==> config.mk <==
export PLATFORM = sky130hd
export DESIGN_NAME = pwm_timer
export DESIGN_NICKNAME = d
export VERILOG_FILES = /design/src/rtl/pwm_timer_pkg.sv /design/src/rtl/pwm_channel.sv /design/src/rtl/pwm_timer.sv
export SDC_FILE = /design/constraint.sdc
export NUM_CORES = 2
export LEC_CHECK = 0
export BUFFER_PORTS_ARGS = -buffer_cell sky130_fd_sc_hd__buf_2
export CORE_MARGIN = 2
export CORE_UTILIZATION = 30
export CTS_CLUSTER_SIZE = 25
export DETAILED_ROUTE_END_ITERATION = 16
export PLACE_DENSITY_LB_ADDON = 0.25
export SLEW_MARGIN = 0
export SYNTH_ARGS = -nofsm -noshare
export SYNTH_HDL_FRONTEND = slang
export SYNTH_SLANG_ARGS = --single-unit
==> constraint.sdc <==
create_clock -name ref_clk -period 30.7 [get_ports ref_clk]
set_input_delay 4.605 -clock ref_clk [delete_from_list [all_inputs] [get_ports ref_clk]]
set_output_delay 4.605 -clock ref_clk [all_outputs]
set_load 0.01 [all_outputs]
==> src/rtl/pwm_timer_pkg.sv <==
// register map, field positions and reset values of the match-based pwm timer
// assumes a 32-bit software port with word-aligned byte addresses
package pwm_timer_pkg;
   // ------------------------------------------------------------
   // sizes
   // ------------------------------------------------------------
   localparam int MATCH_COUNT = 7;
   localparam int CHAN_COUNT  = 6;
   localparam int ADDR_WIDTH  = 8;
   localparam int DATA_WIDTH  = 32;

   // ------------------------------------------------------------
   // offsets
   // ------------------------------------------------------------
   localparam logic [7:0] CTRL_OFFSET      = 8'h00;
   localparam logic [7:0] COUNT_OFFSET     = 8'h04;
   localparam logic [7:0] PRESCALE_OFFSET  = 8'h08;
   localparam logic [7:0] PRECOUNT_OFFSET  = 8'h0C;
   localparam logic [7:0] MATCH_CFG_OFFSET = 8'h10;
   localparam logic [7:0] MATCH0_OFFSET    = 8'h14;
   localparam logic [7:0] PWM_CFG_OFFSET   = 8'h30;
   localparam logic [7:0] RELEASE_OFFSET   = 8'h34;
   localparam logic [7:0] STATUS_OFFSET    = 8'h38;
   localparam logic [7:0] MASK_OFFSET      = 8'h3C;

   // ------------------------------------------------------------
   // control fields
   // ------------------------------------------------------------
   localparam int CTRL_WIDTH       = 7;
   localparam int CTRL_RUN_BIT     = 0;
   localparam int CTRL_HOLD_BIT    = 1;
   localparam int CTRL_PWM_BIT     = 2;
   localparam int CTRL_COUNT_BIT   = 3;
   localparam int CTRL_RISE_BIT    = 4;
   localparam int CTRL_FALL_BIT    = 5;
   localparam int CTRL_CAPSEL_BIT  = 6;
   localparam logic [6:0] CTRL_RESET = 7'h00;

   // match_cfg: three bits per match register
   localparam int MCFG_INT_BIT   = 0;
   localparam int MCFG_RST_BIT   = 1;
   localparam int MCFG_STOP_BIT  = 2;
   localparam int MCFG_STRIDE    = 3;
   localparam logic [20:0] MCFG_RESET = 21'h000000;

   // pwm_cfg: bit n selects double edge, bit OE_LSB+n enables channel n
   localparam int PCFG_SEL_LSB = 0;
   localparam int PCFG_OE_LSB  = 8;
   localparam logic [14:0] PCFG_RESET = 15'h0000;

   localparam logic [31:0] MATCH_RESET = 32'h00000000;
endpackage : pwm_timer_pkg

==> src/rtl/pwm_channel.sv <==
// one modulated output: set and clear events folded into a held level
// assumes events are single-cycle pulses on ref_clk
`timescale 1ns/1ps
module pwm_channel (
   input  wire logic ref_clk,
   input  wire logic sys_rst,
   input  wire logic enable,
   input  wire logic set_ev,
   input  wire logic clr_ev,
   output logic      pwm_level
);
   // clear beats set, so a width equal to the cycle start stays low
   always_ff @(posedge ref_clk or posedge sys_rst) begin
      if (sys_rst) begin
         pwm_level <= 1'b0;
      end else if (!enable) begin
         pwm_level <= 1'b0;
      end else if (clr_ev) begin
         pwm_level <= 1'b0;
      end else if (set_ev) begin
         pwm_level <= 1'b1;
      end
   end
endmodule : pwm_channel

==> src/rtl/pwm_timer.sv <==
// match based pwm timer: prescaler, counter, seven match registers, six outputs
// assumes a single 200 MHz clock, synchronous capture inputs, one-cycle strobes
//
// Behaviour
// - seven match registers serve six single-edge, three double-edge or mixed outputs.
// - while modulating, a match on the cycle match register resets the counter and sets the period.
// - a single-edge output rises at the cycle match and falls at its own match.
// - a single-edge output whose fall coincides with the cycle start stays low.
// - a double-edge output rises at the lower-numbered match and falls at its own.
// - every output repeats at the one period of the cycle match register.
// - while modulating, new match values take effect only after release and at the cycle start; with modulation off, at once.
// - each match can interrupt, stop or reset the counter as configured.
// - the counter counts clocks or edges on a selected capture input.
// - counter and prescaler are each thirty-two bits wide.
// - with modulation disabled the block is a plain timer with quiet outputs.
// - any count value is accepted for period and width.
//
// Decided for this implementation: the register addresses and the strobed register port.
`timescale 1ns/1ps
module pwm_timer #(
   parameter int CNT_WIDTH = 32,
   parameter int PRE_WIDTH = 32
) (
   input  wire logic        ref_clk,
   input  wire logic        sys_rst,
   input  wire logic [7:0]  addr,
   input  wire logic [31:0] wdata,
   input  wire logic        wr_stb,
   input  wire logic        rd_stb,
   input  wire logic [1:0]  cap_in,
   output logic      [31:0] rdata,
   output logic             irq,
   output logic      [6:1]  pwm_out
);
   localparam int NM = pwm_timer_pkg::MATCH_COUNT;
   localparam int NC = pwm_timer_pkg::CHAN_COUNT;

   // ------------------------------------------------------------
   // elaboration checks
   // ------------------------------------------------------------
   if (CNT_WIDTH < 2 || CNT_WIDTH > 32) begin : g_bad_cnt
      $error("CNT_WIDTH must be 2..32");
   end
   if (PRE_WIDTH < 1 || PRE_WIDTH > 32) begin : g_bad_pre
      $error("PRE_WIDTH must be 1..32");
   end

   // ------------------------------------------------------------
   // address decode
   // ------------------------------------------------------------
   function automatic logic is_match(input logic [7:0] a);
      is_match = (a >= pwm_timer_pkg::MATCH0_OFFSET) &&
                 (a < pwm_timer_pkg::PWM_CFG_OFFSET) && (a[1:0] == 2'h0);
   endfunction : is_match

   function automatic logic [2:0] match_idx(input logic [7:0] a);
      logic [7:0] d;
      d = a - pwm_timer_pkg::MATCH0_OFFSET;
      match_idx = d[4:2];
   endfunction : match_idx

   wire       wr_ctrl  = wr_stb && addr == pwm_timer_pkg::CTRL_OFFSET;
   wire       wr_pre   = wr_stb && addr == pwm_timer_pkg::PRESCALE_OFFSET;
   wire       wr_mcfg  = wr_stb && addr == pwm_timer_pkg::MATCH_CFG_OFFSET;
   wire       wr_pcfg  = wr_stb && addr == pwm_timer_pkg::PWM_CFG_OFFSET;
   wire       wr_rel   = wr_stb && addr == pwm_timer_pkg::RELEASE_OFFSET;
   wire       wr_mask  = wr_stb && addr == pwm_timer_pkg::MASK_OFFSET;
   wire       rd_stat  = rd_stb && addr == pwm_timer_pkg::STATUS_OFFSET;
   wire       wr_match = wr_stb && is_match(addr);
   wire [2:0] wr_idx   = match_idx(addr);
   wire [2:0] rd_idx   = match_idx(addr);

   // ------------------------------------------------------------
   // registers
   // ------------------------------------------------------------
   logic [6:0]           ctrl_reg;
   logic [6:0]           ctrl_next;
   logic [PRE_WIDTH-1:0] pre_limit_reg;
   logic [PRE_WIDTH-1:0] pre_count_reg;
   logic [PRE_WIDTH-1:0] pre_count_next;
   logic [CNT_WIDTH-1:0] count_reg;
   logic [CNT_WIDTH-1:0] count_next;
   logic [20:0]          mcfg_reg;
   logic [14:0]          pcfg_reg;
   logic [NM-1:0]        release_reg;
   logic [NM-1:0]        release_next;
   logic [NM-1:0]        status_reg;
   logic [NM-1:0]        status_next;
   logic [NM-1:0]        mask_reg;
   logic [1:0]           cap_prev_reg;
   logic [CNT_WIDTH-1:0] shadow_mem [NM];
   logic [CNT_WIDTH-1:0] active_mem [NM];

   wire run_en   = ctrl_reg[pwm_timer_pkg::CTRL_RUN_BIT];
   wire hold     = ctrl_reg[pwm_timer_pkg::CTRL_HOLD_BIT];
   wire pwm_en   = ctrl_reg[pwm_timer_pkg::CTRL_PWM_BIT];
   wire cnt_mode = ctrl_reg[pwm_timer_pkg::CTRL_COUNT_BIT];

   // ------------------------------------------------------------
   // count source and prescaler
   // ------------------------------------------------------------
   wire cap_sel  = ctrl_reg[pwm_timer_pkg::CTRL_CAPSEL_BIT];
   wire cap_now  = cap_in[cap_sel];
   wire cap_old  = cap_prev_reg[cap_sel];
   wire cap_rise = cap_now && !cap_old && ctrl_reg[pwm_timer_pkg::CTRL_RISE_BIT];
   wire cap_fall = !cap_now && cap_old && ctrl_reg[pwm_timer_pkg::CTRL_FALL_BIT];
   // counter mode steps on chosen capture edges, timer mode on every clock
   wire src_ev   = cnt_mode ? (cap_rise || cap_fall) : 1'b1;
   wire active   = run_en && !hold;
   wire pre_wrap = active && src_ev && (pre_count_reg == pre_limit_reg);
   wire tick     = pre_wrap;

   // hold clears the prescaler too, so a smaller limit written under hold is never overrun
   assign pre_count_next = hold ? '0 : !active || !src_ev ? pre_count_reg :
                           pre_wrap ? '0 : pre_count_reg + PRE_WIDTH'(1);

   // ------------------------------------------------------------
   // match evaluation
   // ------------------------------------------------------------
   logic [NM-1:0] hit;
   logic [NM-1:0] rst_cfg;
   logic [NM-1:0] stop_cfg;
   logic [NM-1:0] int_cfg;

   for (genvar i = 0; i < NM; i++) begin : g_match
      // plain equality, so any period and width value is legal
      assign hit[i]      = tick && (count_reg == active_mem[i]);
      assign int_cfg[i]  = mcfg_reg[i*pwm_timer_pkg::MCFG_STRIDE +
                                    pwm_timer_pkg::MCFG_INT_BIT];
      assign rst_cfg[i]  = mcfg_reg[i*pwm_timer_pkg::MCFG_STRIDE +
                                    pwm_timer_pkg::MCFG_RST_BIT];
      assign stop_cfg[i] = mcfg_reg[i*pwm_timer_pkg::MCFG_STRIDE +
                                    pwm_timer_pkg::MCFG_STOP_BIT];
   end

   // the cycle match always restarts the count while modulating
   wire cycle_hit = hit[0];
   wire any_rst   = |(hit & rst_cfg) || (pwm_en && cycle_hit);
   wire any_stop  = |(hit & stop_cfg);
   wire apply     = pwm_en && cycle_hit;

   assign count_next = hold ? '0 : !tick ? count_reg :
                       any_rst ? '0 : count_reg + CNT_WIDTH'(1);

   // ------------------------------------------------------------
   // control, release and interrupt state
   // ------------------------------------------------------------
   assign ctrl_next = wr_ctrl ? wdata[pwm_timer_pkg::CTRL_WIDTH-1:0] :
                      any_stop ? (ctrl_reg & ~7'h01) : ctrl_reg;

   // a release written in the apply cycle survives to the next cycle
   assign release_next = (release_reg & ~(apply ? release_reg : '0)) |
                         (wr_rel ? wdata[NM-1:0] : '0);

   // new events win over the read that clears
   assign status_next = (rd_stat ? '0 : status_reg) | (hit & int_cfg);

   always_ff @(posedge ref_clk or posedge sys_rst) begin
      if (sys_rst) begin
         ctrl_reg      <= pwm_timer_pkg::CTRL_RESET;
         pre_limit_reg <= '0;
         pre_count_reg <= '0;
         count_reg     <= '0;
         mcfg_reg      <= pwm_timer_pkg::MCFG_RESET;
         pcfg_reg      <= pwm_timer_pkg::PCFG_RESET;
         release_reg   <= '0;
         status_reg    <= '0;
         mask_reg      <= '0;
         cap_prev_reg  <= 2'h0;
         irq           <= 1'b0;
      end else begin
         ctrl_reg      <= ctrl_next;
         pre_count_reg <= pre_count_next;
         count_reg     <= count_next;
         release_reg   <= release_next;
         status_reg    <= status_next;
         cap_prev_reg  <= cap_in;
         irq           <= |(status_next & mask_reg);
         if (wr_pre) begin
            pre_limit_reg <= wdata[PRE_WIDTH-1:0];
         end
         if (wr_mcfg) begin
            mcfg_reg <= wdata[20:0];
         end
         if (wr_pcfg) begin
            pcfg_reg <= wdata[14:0];
         end
         if (wr_mask) begin
            mask_reg <= wdata[NM-1:0];
         end
      end
   end

   // ------------------------------------------------------------
   // match storage
   // ------------------------------------------------------------
   // shadows take writes at once; with modulation off the compare copy
   // follows every cycle, while modulating it only moves at a cycle start
   // when released, which keeps a width change from
   // chopping the pulse that is already running
   for (genvar i = 0; i < NM; i++) begin : g_store
      wire wr_this = wr_match && (wr_idx == 3'(i));
      wire load    = !pwm_en || (apply && release_reg[i]);
      always_ff @(posedge ref_clk or posedge sys_rst) begin
         if (sys_rst) begin
            shadow_mem[i] <= CNT_WIDTH'(pwm_timer_pkg::MATCH_RESET);
            active_mem[i] <= CNT_WIDTH'(pwm_timer_pkg::MATCH_RESET);
         end else begin
            if (wr_this) begin
               shadow_mem[i] <= wdata[CNT_WIDTH-1:0];
            end
            if (load) begin
               active_mem[i] <= shadow_mem[i];
            end
         end
      end
   end

   // ------------------------------------------------------------
   // modulated outputs
   // ------------------------------------------------------------
   for (genvar n = 1; n <= NC; n++) begin : g_chan
      wire dbl    = (n > 1) && pcfg_reg[pwm_timer_pkg::PCFG_SEL_LSB + n];
      wire ch_en  = pwm_en && pcfg_reg[pwm_timer_pkg::PCFG_OE_LSB + n];
      // all channels share the cycle match, so one period for all
      wire set_ev = dbl ? hit[n-1] : cycle_hit;
      pwm_channel u_chan (
         .ref_clk   (ref_clk),
         .sys_rst   (sys_rst),
         .enable    (ch_en),
         .set_ev    (set_ev),
         .clr_ev    (hit[n]),
         .pwm_level (pwm_out[n])
      );
   end

   // ------------------------------------------------------------
   // read port
   // ------------------------------------------------------------
   wire [31:0] rd_word =
      addr == pwm_timer_pkg::CTRL_OFFSET      ? 32'(ctrl_reg) :
      addr == pwm_timer_pkg::COUNT_OFFSET     ? 32'(count_reg) :
      addr == pwm_timer_pkg::PRESCALE_OFFSET  ? 32'(pre_limit_reg) :
      addr == pwm_timer_pkg::PRECOUNT_OFFSET  ? 32'(pre_count_reg) :
      addr == pwm_timer_pkg::MATCH_CFG_OFFSET ? 32'(mcfg_reg) :
      is_match(addr)                          ? 32'(shadow_mem[rd_idx]) :
      addr == pwm_timer_pkg::PWM_CFG_OFFSET   ? 32'(pcfg_reg) :
      addr == pwm_timer_pkg::RELEASE_OFFSET   ? 32'(release_reg) :
      addr == pwm_timer_pkg::STATUS_OFFSET    ? 32'(status_reg) :
      addr == pwm_timer_pkg::MASK_OFFSET      ? 32'(mask_reg) : 32'h00000000;

   // unmapped reads return zero; data lives for one cycle only
   always_ff @(posedge ref_clk or posedge sys_rst) begin
      if (sys_rst) begin
         rdata <= 32'h00000000;
      end else begin
         rdata <= rd_stb ? rd_word : 32'h00000000;
      end
   end

   // ------------------------------------------------------------
   // assertions
   // ------------------------------------------------------------
   property p_pre_wrap;
      @(posedge ref_clk) disable iff (sys_rst)
      (active && src_ev && pre_count_reg == pre_limit_reg) |=> (pre_count_reg == '0);
   endproperty
   a_pre_wrap: assert property (p_pre_wrap)
      else $error("prescaler did not wrap at its limit");

   property p_cycle_reset;
      @(posedge ref_clk) disable iff (sys_rst)
      (tick && pwm_en && !hold && count_reg == active_mem[0]) |=> (count_reg == '0);
   endproperty
   a_cycle_reset: assert property (p_cycle_reset)
      else $error("counter not reset at cycle match");

   property p_count_step;
      @(posedge ref_clk) disable iff (sys_rst)
      (tick && !hold && !any_rst) |=> (count_reg == $past(count_reg) + CNT_WIDTH'(1));
   endproperty
   a_count_step: assert property (p_count_step)
      else $error("counter did not advance on tick");

   property p_stop;
      @(posedge ref_clk) disable iff (sys_rst)
      (any_stop && !wr_ctrl) |=> !run_en ##1 (count_reg == $past(count_reg));
   endproperty
   a_stop: assert property (p_stop)
      else $error("counter kept running after stop match");

   property p_int_flag;
      @(posedge ref_clk) disable iff (sys_rst)
      (hit[1] && int_cfg[1]) |=> status_reg[1];
   endproperty
   a_int_flag: assert property (p_int_flag)
      else $error("match did not raise its status bit");

   property p_single_rise;
      @(posedge ref_clk) disable iff (sys_rst)
      (pwm_en && pcfg_reg[pwm_timer_pkg::PCFG_OE_LSB + 1] && cycle_hit && !hit[1])
         |=> pwm_out[1];
   endproperty
   a_single_rise: assert property (p_single_rise)
      else $error("single edge output did not rise at cycle start");

   property p_const_low;
      @(posedge ref_clk) disable iff (sys_rst)
      hit[1] |=> !pwm_out[1];
   endproperty
   a_const_low: assert property (p_const_low)
      else $error("output raised although its match hit");

   property p_double_rise;
      @(posedge ref_clk) disable iff (sys_rst)
      (g_chan[2].ch_en && g_chan[2].dbl && hit[1] && !hit[2]) |=> pwm_out[2];
   endproperty
   a_double_rise: assert property (p_double_rise)
      else $error("double edge output missed its rising match");

   property p_hold_value;
      @(posedge ref_clk) disable iff (sys_rst)
      (pwm_en && !apply && $past(pwm_en)) |=> (active_mem[2] == $past(active_mem[2]));
   endproperty
   a_hold_value: assert property (p_hold_value)
      else $error("match value changed outside cycle start");

   property p_quiet;
      @(posedge ref_clk) disable iff (sys_rst)
      !pwm_en [*2] |-> (pwm_out == 6'h00);
   endproperty
   a_quiet: assert property (p_quiet)
      else $error("outputs active in timer mode");

   property p_double_fall;
      @(posedge ref_clk) disable iff (sys_rst)
      (g_chan[2].ch_en && g_chan[2].dbl && hit[2]) |=> !pwm_out[2];
   endproperty
   a_double_fall: assert property (p_double_fall)
      else $error("double edge output missed its falling match");

   property p_irq_level;
      @(posedge ref_clk) disable iff (sys_rst)
      !wr_mask |=> (irq == |(status_reg & mask_reg));
   endproperty
   a_irq_level: assert property (p_irq_level)
      else $error("interrupt level does not follow unmasked status");
endmodule : pwm_timer

==> flow_metrics.env <==
export IMPL_cap_violations=0
export IMPL_htreeDepth=3
export IMPL_die_area_um2=107000
export IMPL_post_cts_setup_buffers=0
export IMPL_top_regs="active_mem (224), shadow_mem (224)"
export IMPL_postRouteAntennaNets=0
export IMPL_drtIter0Drc=2142
export IMPL_syn_avg_cell_area_um2=12.3
export IMPL_drt_drc_violations_left=0
export IMPL_critPathCaptureType="flop"
export IMPL_register_area_um2=16200
export IMPL_synth_cell_types=62
export IMPL_die_h_um=327
export IMPL_cellPowerDensity_nw_per_um2=61.0
export IMPL_grt_overflow=0
export IMPL_finalClockSkew_ns=0.0285
export IMPL_setup_viol=0
export IMPL_grt_start_max_net_pins=185
export IMPL_core_um2=103000
export IMPL_cp_num_buf_inv=3
export IMPL_cts_hold_buf=0
export IMPL_num_fill_cells=10300
export IMPL_p_leak_nw=17.0
export IMPL_place_inst=3875
export IMPL_hold_viol_final=0
export IMPL_synth_seq_cells=649
export IMPL_cts_made_buffers=72
export IMPL_crit_top_cell="a21oi_1"
export IMPL_syn_instance_count=2551
export IMPL_area_delta_synth_final_pct=13.4
export IMPL_place_congestion=0.900
export IMPL_nNetsFinal=2624
export IMPL_wl_um=113000
export IMPL_hold_path_class="reg -> reg"
export IMPL_clk_pin_slew_ns=0.06
export IMPL_cp_data_required_time_ns=31.24
export IMPL_crit_chain="buf_2 > inv_1 > ha_4 > buf_4 > nor2b_1 > a21oi_1 > a21oi_1 > a22oi_1 > o21ai_0 > o2111ai_1 > a31oi_1"
export IMPL_drive_gt1_share_pct=27.9
export IMPL_antenna_found_initial=12
export IMPL_multiInputGateArea_um2=14200
export IMPL_dpl_hpwl_um=80400
export IMPL_placement_io_buffers=84
export IMPL_status="finished, final reports clean"
export IMPL_root_buffer="clkbuf_16"
export IMPL_io_pins=85
export IMPL_synth_cell_area_um2=31300
export IMPL_grt_pass1_vias=21600
export IMPL_grtUsageTotal_pct=20.9
export IMPL_arrival_ns=8.65
export IMPL_fin_area_um2=35500
export IMPL_wl_per_cell_um=28.2
export IMPL_timing_final_crit_share_pct=26.4
export IMPL_synth_nets=2606
export IMPL_crit_fanout=43
export IMPL_grt_pass1_wl_um=163000
export IMPL_synth_flop_cell="dfrtp_1"
export IMPL_route_vias_total=21500
export IMPL_critPathTopFamily="buffers and inverters"
export IMPL_placedInstanceArea_um2=33100
export IMPL_cts_tree="yes"
export IMPL_clock_sinks=649
export IMPL_firstDrtPassIters=5
export IMPL_ys_seq_area_share_pct=51.9
export IMPL_yosys_warnings=0
export IMPL_start_kind="input port"
export IMPL_vias_per_cell=5.37
export IMPL_fin_cells=4005
export IMPL_post_route_min_period_ns=8.11
export IMPL_clock_path_buffers=3
export IMPL_synth_edf_count=0
export IMPL_crit_type="in -> reg"
export IMPL_insertion_delay_ns=0.64
export IMPL_initial_core_util_pct=30.2
export IMPL_finalSetupTns_ns=0
export IMPL_cts_repair_resized=0
export IMPL_finalMaxSlewViolations=0
export IMPL_rsz0062_at_grt="false"
export IMPL_crit_path_max_incr_delay_ns=1.01
export IMPL_fmax_mhz=123
export IMPL_max_slew_margin_pct=10.5
export IMPL_placementRows=118
export IMPL_worst_pin_slew_ns=1.33
export IMPL_vdd_ir_drop_max_mv=0.0468
export IMPL_crit_slowest_cell="nor2b_1"
export IMPL_async_flop_share_pct=100
export IMPL_die_w_um=327
-- logic make-up after synthesis --
logic type      count (synthesis)  synth area share, %
mux                           579                 21.9
flops                         649                 51.9
simple gates                  507                 8.13
fa+ha+maj                       9                0.360
compound gates                283                 6.03
xor+xnor                      308                 8.62
buf+inv                       216                 3.02
-- synthesized netlist by cell type (4+ instances only) --
library cell / number / area share [%]
a22o_1: 13 / 0.36
mux2_2: 424 / 15
inv_1: 29 / 0.35
clkbuf_1: 81 / 0.97
buf_1: 34 / 0.41
nand4_1: 69 / 1.4
a221o_1: 5 / 0.16
o211ai_1: 19 / 0.46
nand3_1: 43 / 0.69
mux2_1: 110 / 4.0
and3_1: 20 / 0.40
ha_1: 9 / 0.36
nor3_2: 4 / 0.13
nor4_1: 38 / 0.76
buf_2: 53 / 0.85
o2111ai_1: 4 / 0.11
mux4_2: 32 / 2.3
nor3_1: 25 / 0.40
mux2i_1: 13 / 0.42
nand2_1: 90 / 1.1
a211oi_1: 8 / 0.19
nor2_1: 168 / 2.0
dfrtp_1: 649 / 52
o21ai_0: 65 / 1.0
and4_1: 5 / 0.14
nor2b_1: 11 / 0.22
o21a_1: 4 / 0.096
a21boi_1: 4 / 0.096
a21oi_1: 72 / 1.2
xnor2_1: 175 / 4.9
buf_4: 17 / 0.41
a22oi_1: 23 / 0.55
xor2_1: 133 / 3.7
a221oi_1: 41 / 1.1
o21ai_1: 5 / 0.080
and2_1: 11 / 0.22
-- layout make-up --
cell class              instances  share of cell area, %
clock inverters                22                  0.751
repair buffers                131                   2.25
multi-input cells            1686                   40.0
inverters                      29                  0.328
clock buffers                 106                   5.98
flip-flops and latches        649                   45.8
well taps                    1380                   4.87
diodes                          2                 0.0141
-- per-layer routing --
layer / GRT usage [%] / routed length (um) / vias to the layer above
li1: - / - / 9142
met1: 28.6 / 49100 / 11400
met2: 33.2 / 52200 / 784
met3: 3.68 / 7350 / 160
met4: 7.69 / 4230 / 10
met5: 0 / 66 / -
-- worst reg2reg max path, cell delays in order (launching register included) --
cell and delay [ns]:
dfrtp_1 0.65, xnor2_1 0.67, nand4_1 0.28, nor4_1 0.91, nand2_1 0.46, nor2_2 0.40
buf_4 0.35, a21boi_4 0.09, buf_4 0.32, mux2_1 0.49
-- layout by cell type (no fill, tap or decap), types with 23 or more instances in the layout --
cell type | synthesis | final
nand3_1 | 43 | 42
a21oi_1 | 72 | 72
a22oi_1 | 23 | 23
mux4_2 | 32 | 32
buf_2 | 53 | 84
nor3_1 | 25 | 24
nor2_1 | 168 | 168
xor2_1 | 133 | 133
mux2_2 | 424 | 424
nand4_1 | 69 | 69
dfrtp_1 | 649 | 649
mux2_1 | 110 | 110
nor4_1 | 38 | 38
nand2_1 | 90 | 87
inv_1 | 29 | 28
xnor2_1 | 175 | 175
a221oi_1 | 41 | 41
clkbuf_16 | 0 | 74
o21ai_0 | 65 | 65
buf_4 | 17 | 45
-- power by group --
group | leakage [nW] | internal [mW] | switching (mW)
clock | 1.18 | 0.516 | 0.370
sequential | 8.95 | 0.897 | 0.0595
combinational | 6.83 | 0.111 | 0.208
-- path summary, 6_finish.rpt --
| check | from | end | slack (ns) | cells after the start |
|---|---|---|---|---|
| worst max-delay path | addr[2] | rdata[3] | 22.59 | 11 |
| worst min-delay path | pcfg_reg[0] | pcfg_reg[0] | 0.49 | 2 |
| worst max register to register | count_reg[5] | active_mem[86] | 25.95 | 9 |
| worst min register to register | pcfg_reg[0] | pcfg_reg[0] | 0.49 | 2 |
| max in group asynchronous | sys_rst | mcfg_reg[7] | 23.41 | 5 |
| min in group asynchronous | sys_rst | shadow_mem[54] | 4.14 | 2 |
-- through the flow --
step | total power, mW | setup slack [ns] | utilization, % | hold WS [ns]
global route | 2.24 | 22.34 | 34.3 | 0.524
floorplan | 1.14 | 7.91 | - | 0.450
CTS | 2.18 | 22.63 | 34.3 | 0.492
finish | 2.16 | 22.59 | 34.3 | 0.490
detailed placement | 1.29 | 21.95 | 32.0 | 0.479
global placement | 1.29 | 22.10 | 32.0 | 0.481
No activity file was read; power rests on OpenSTA's default activity.
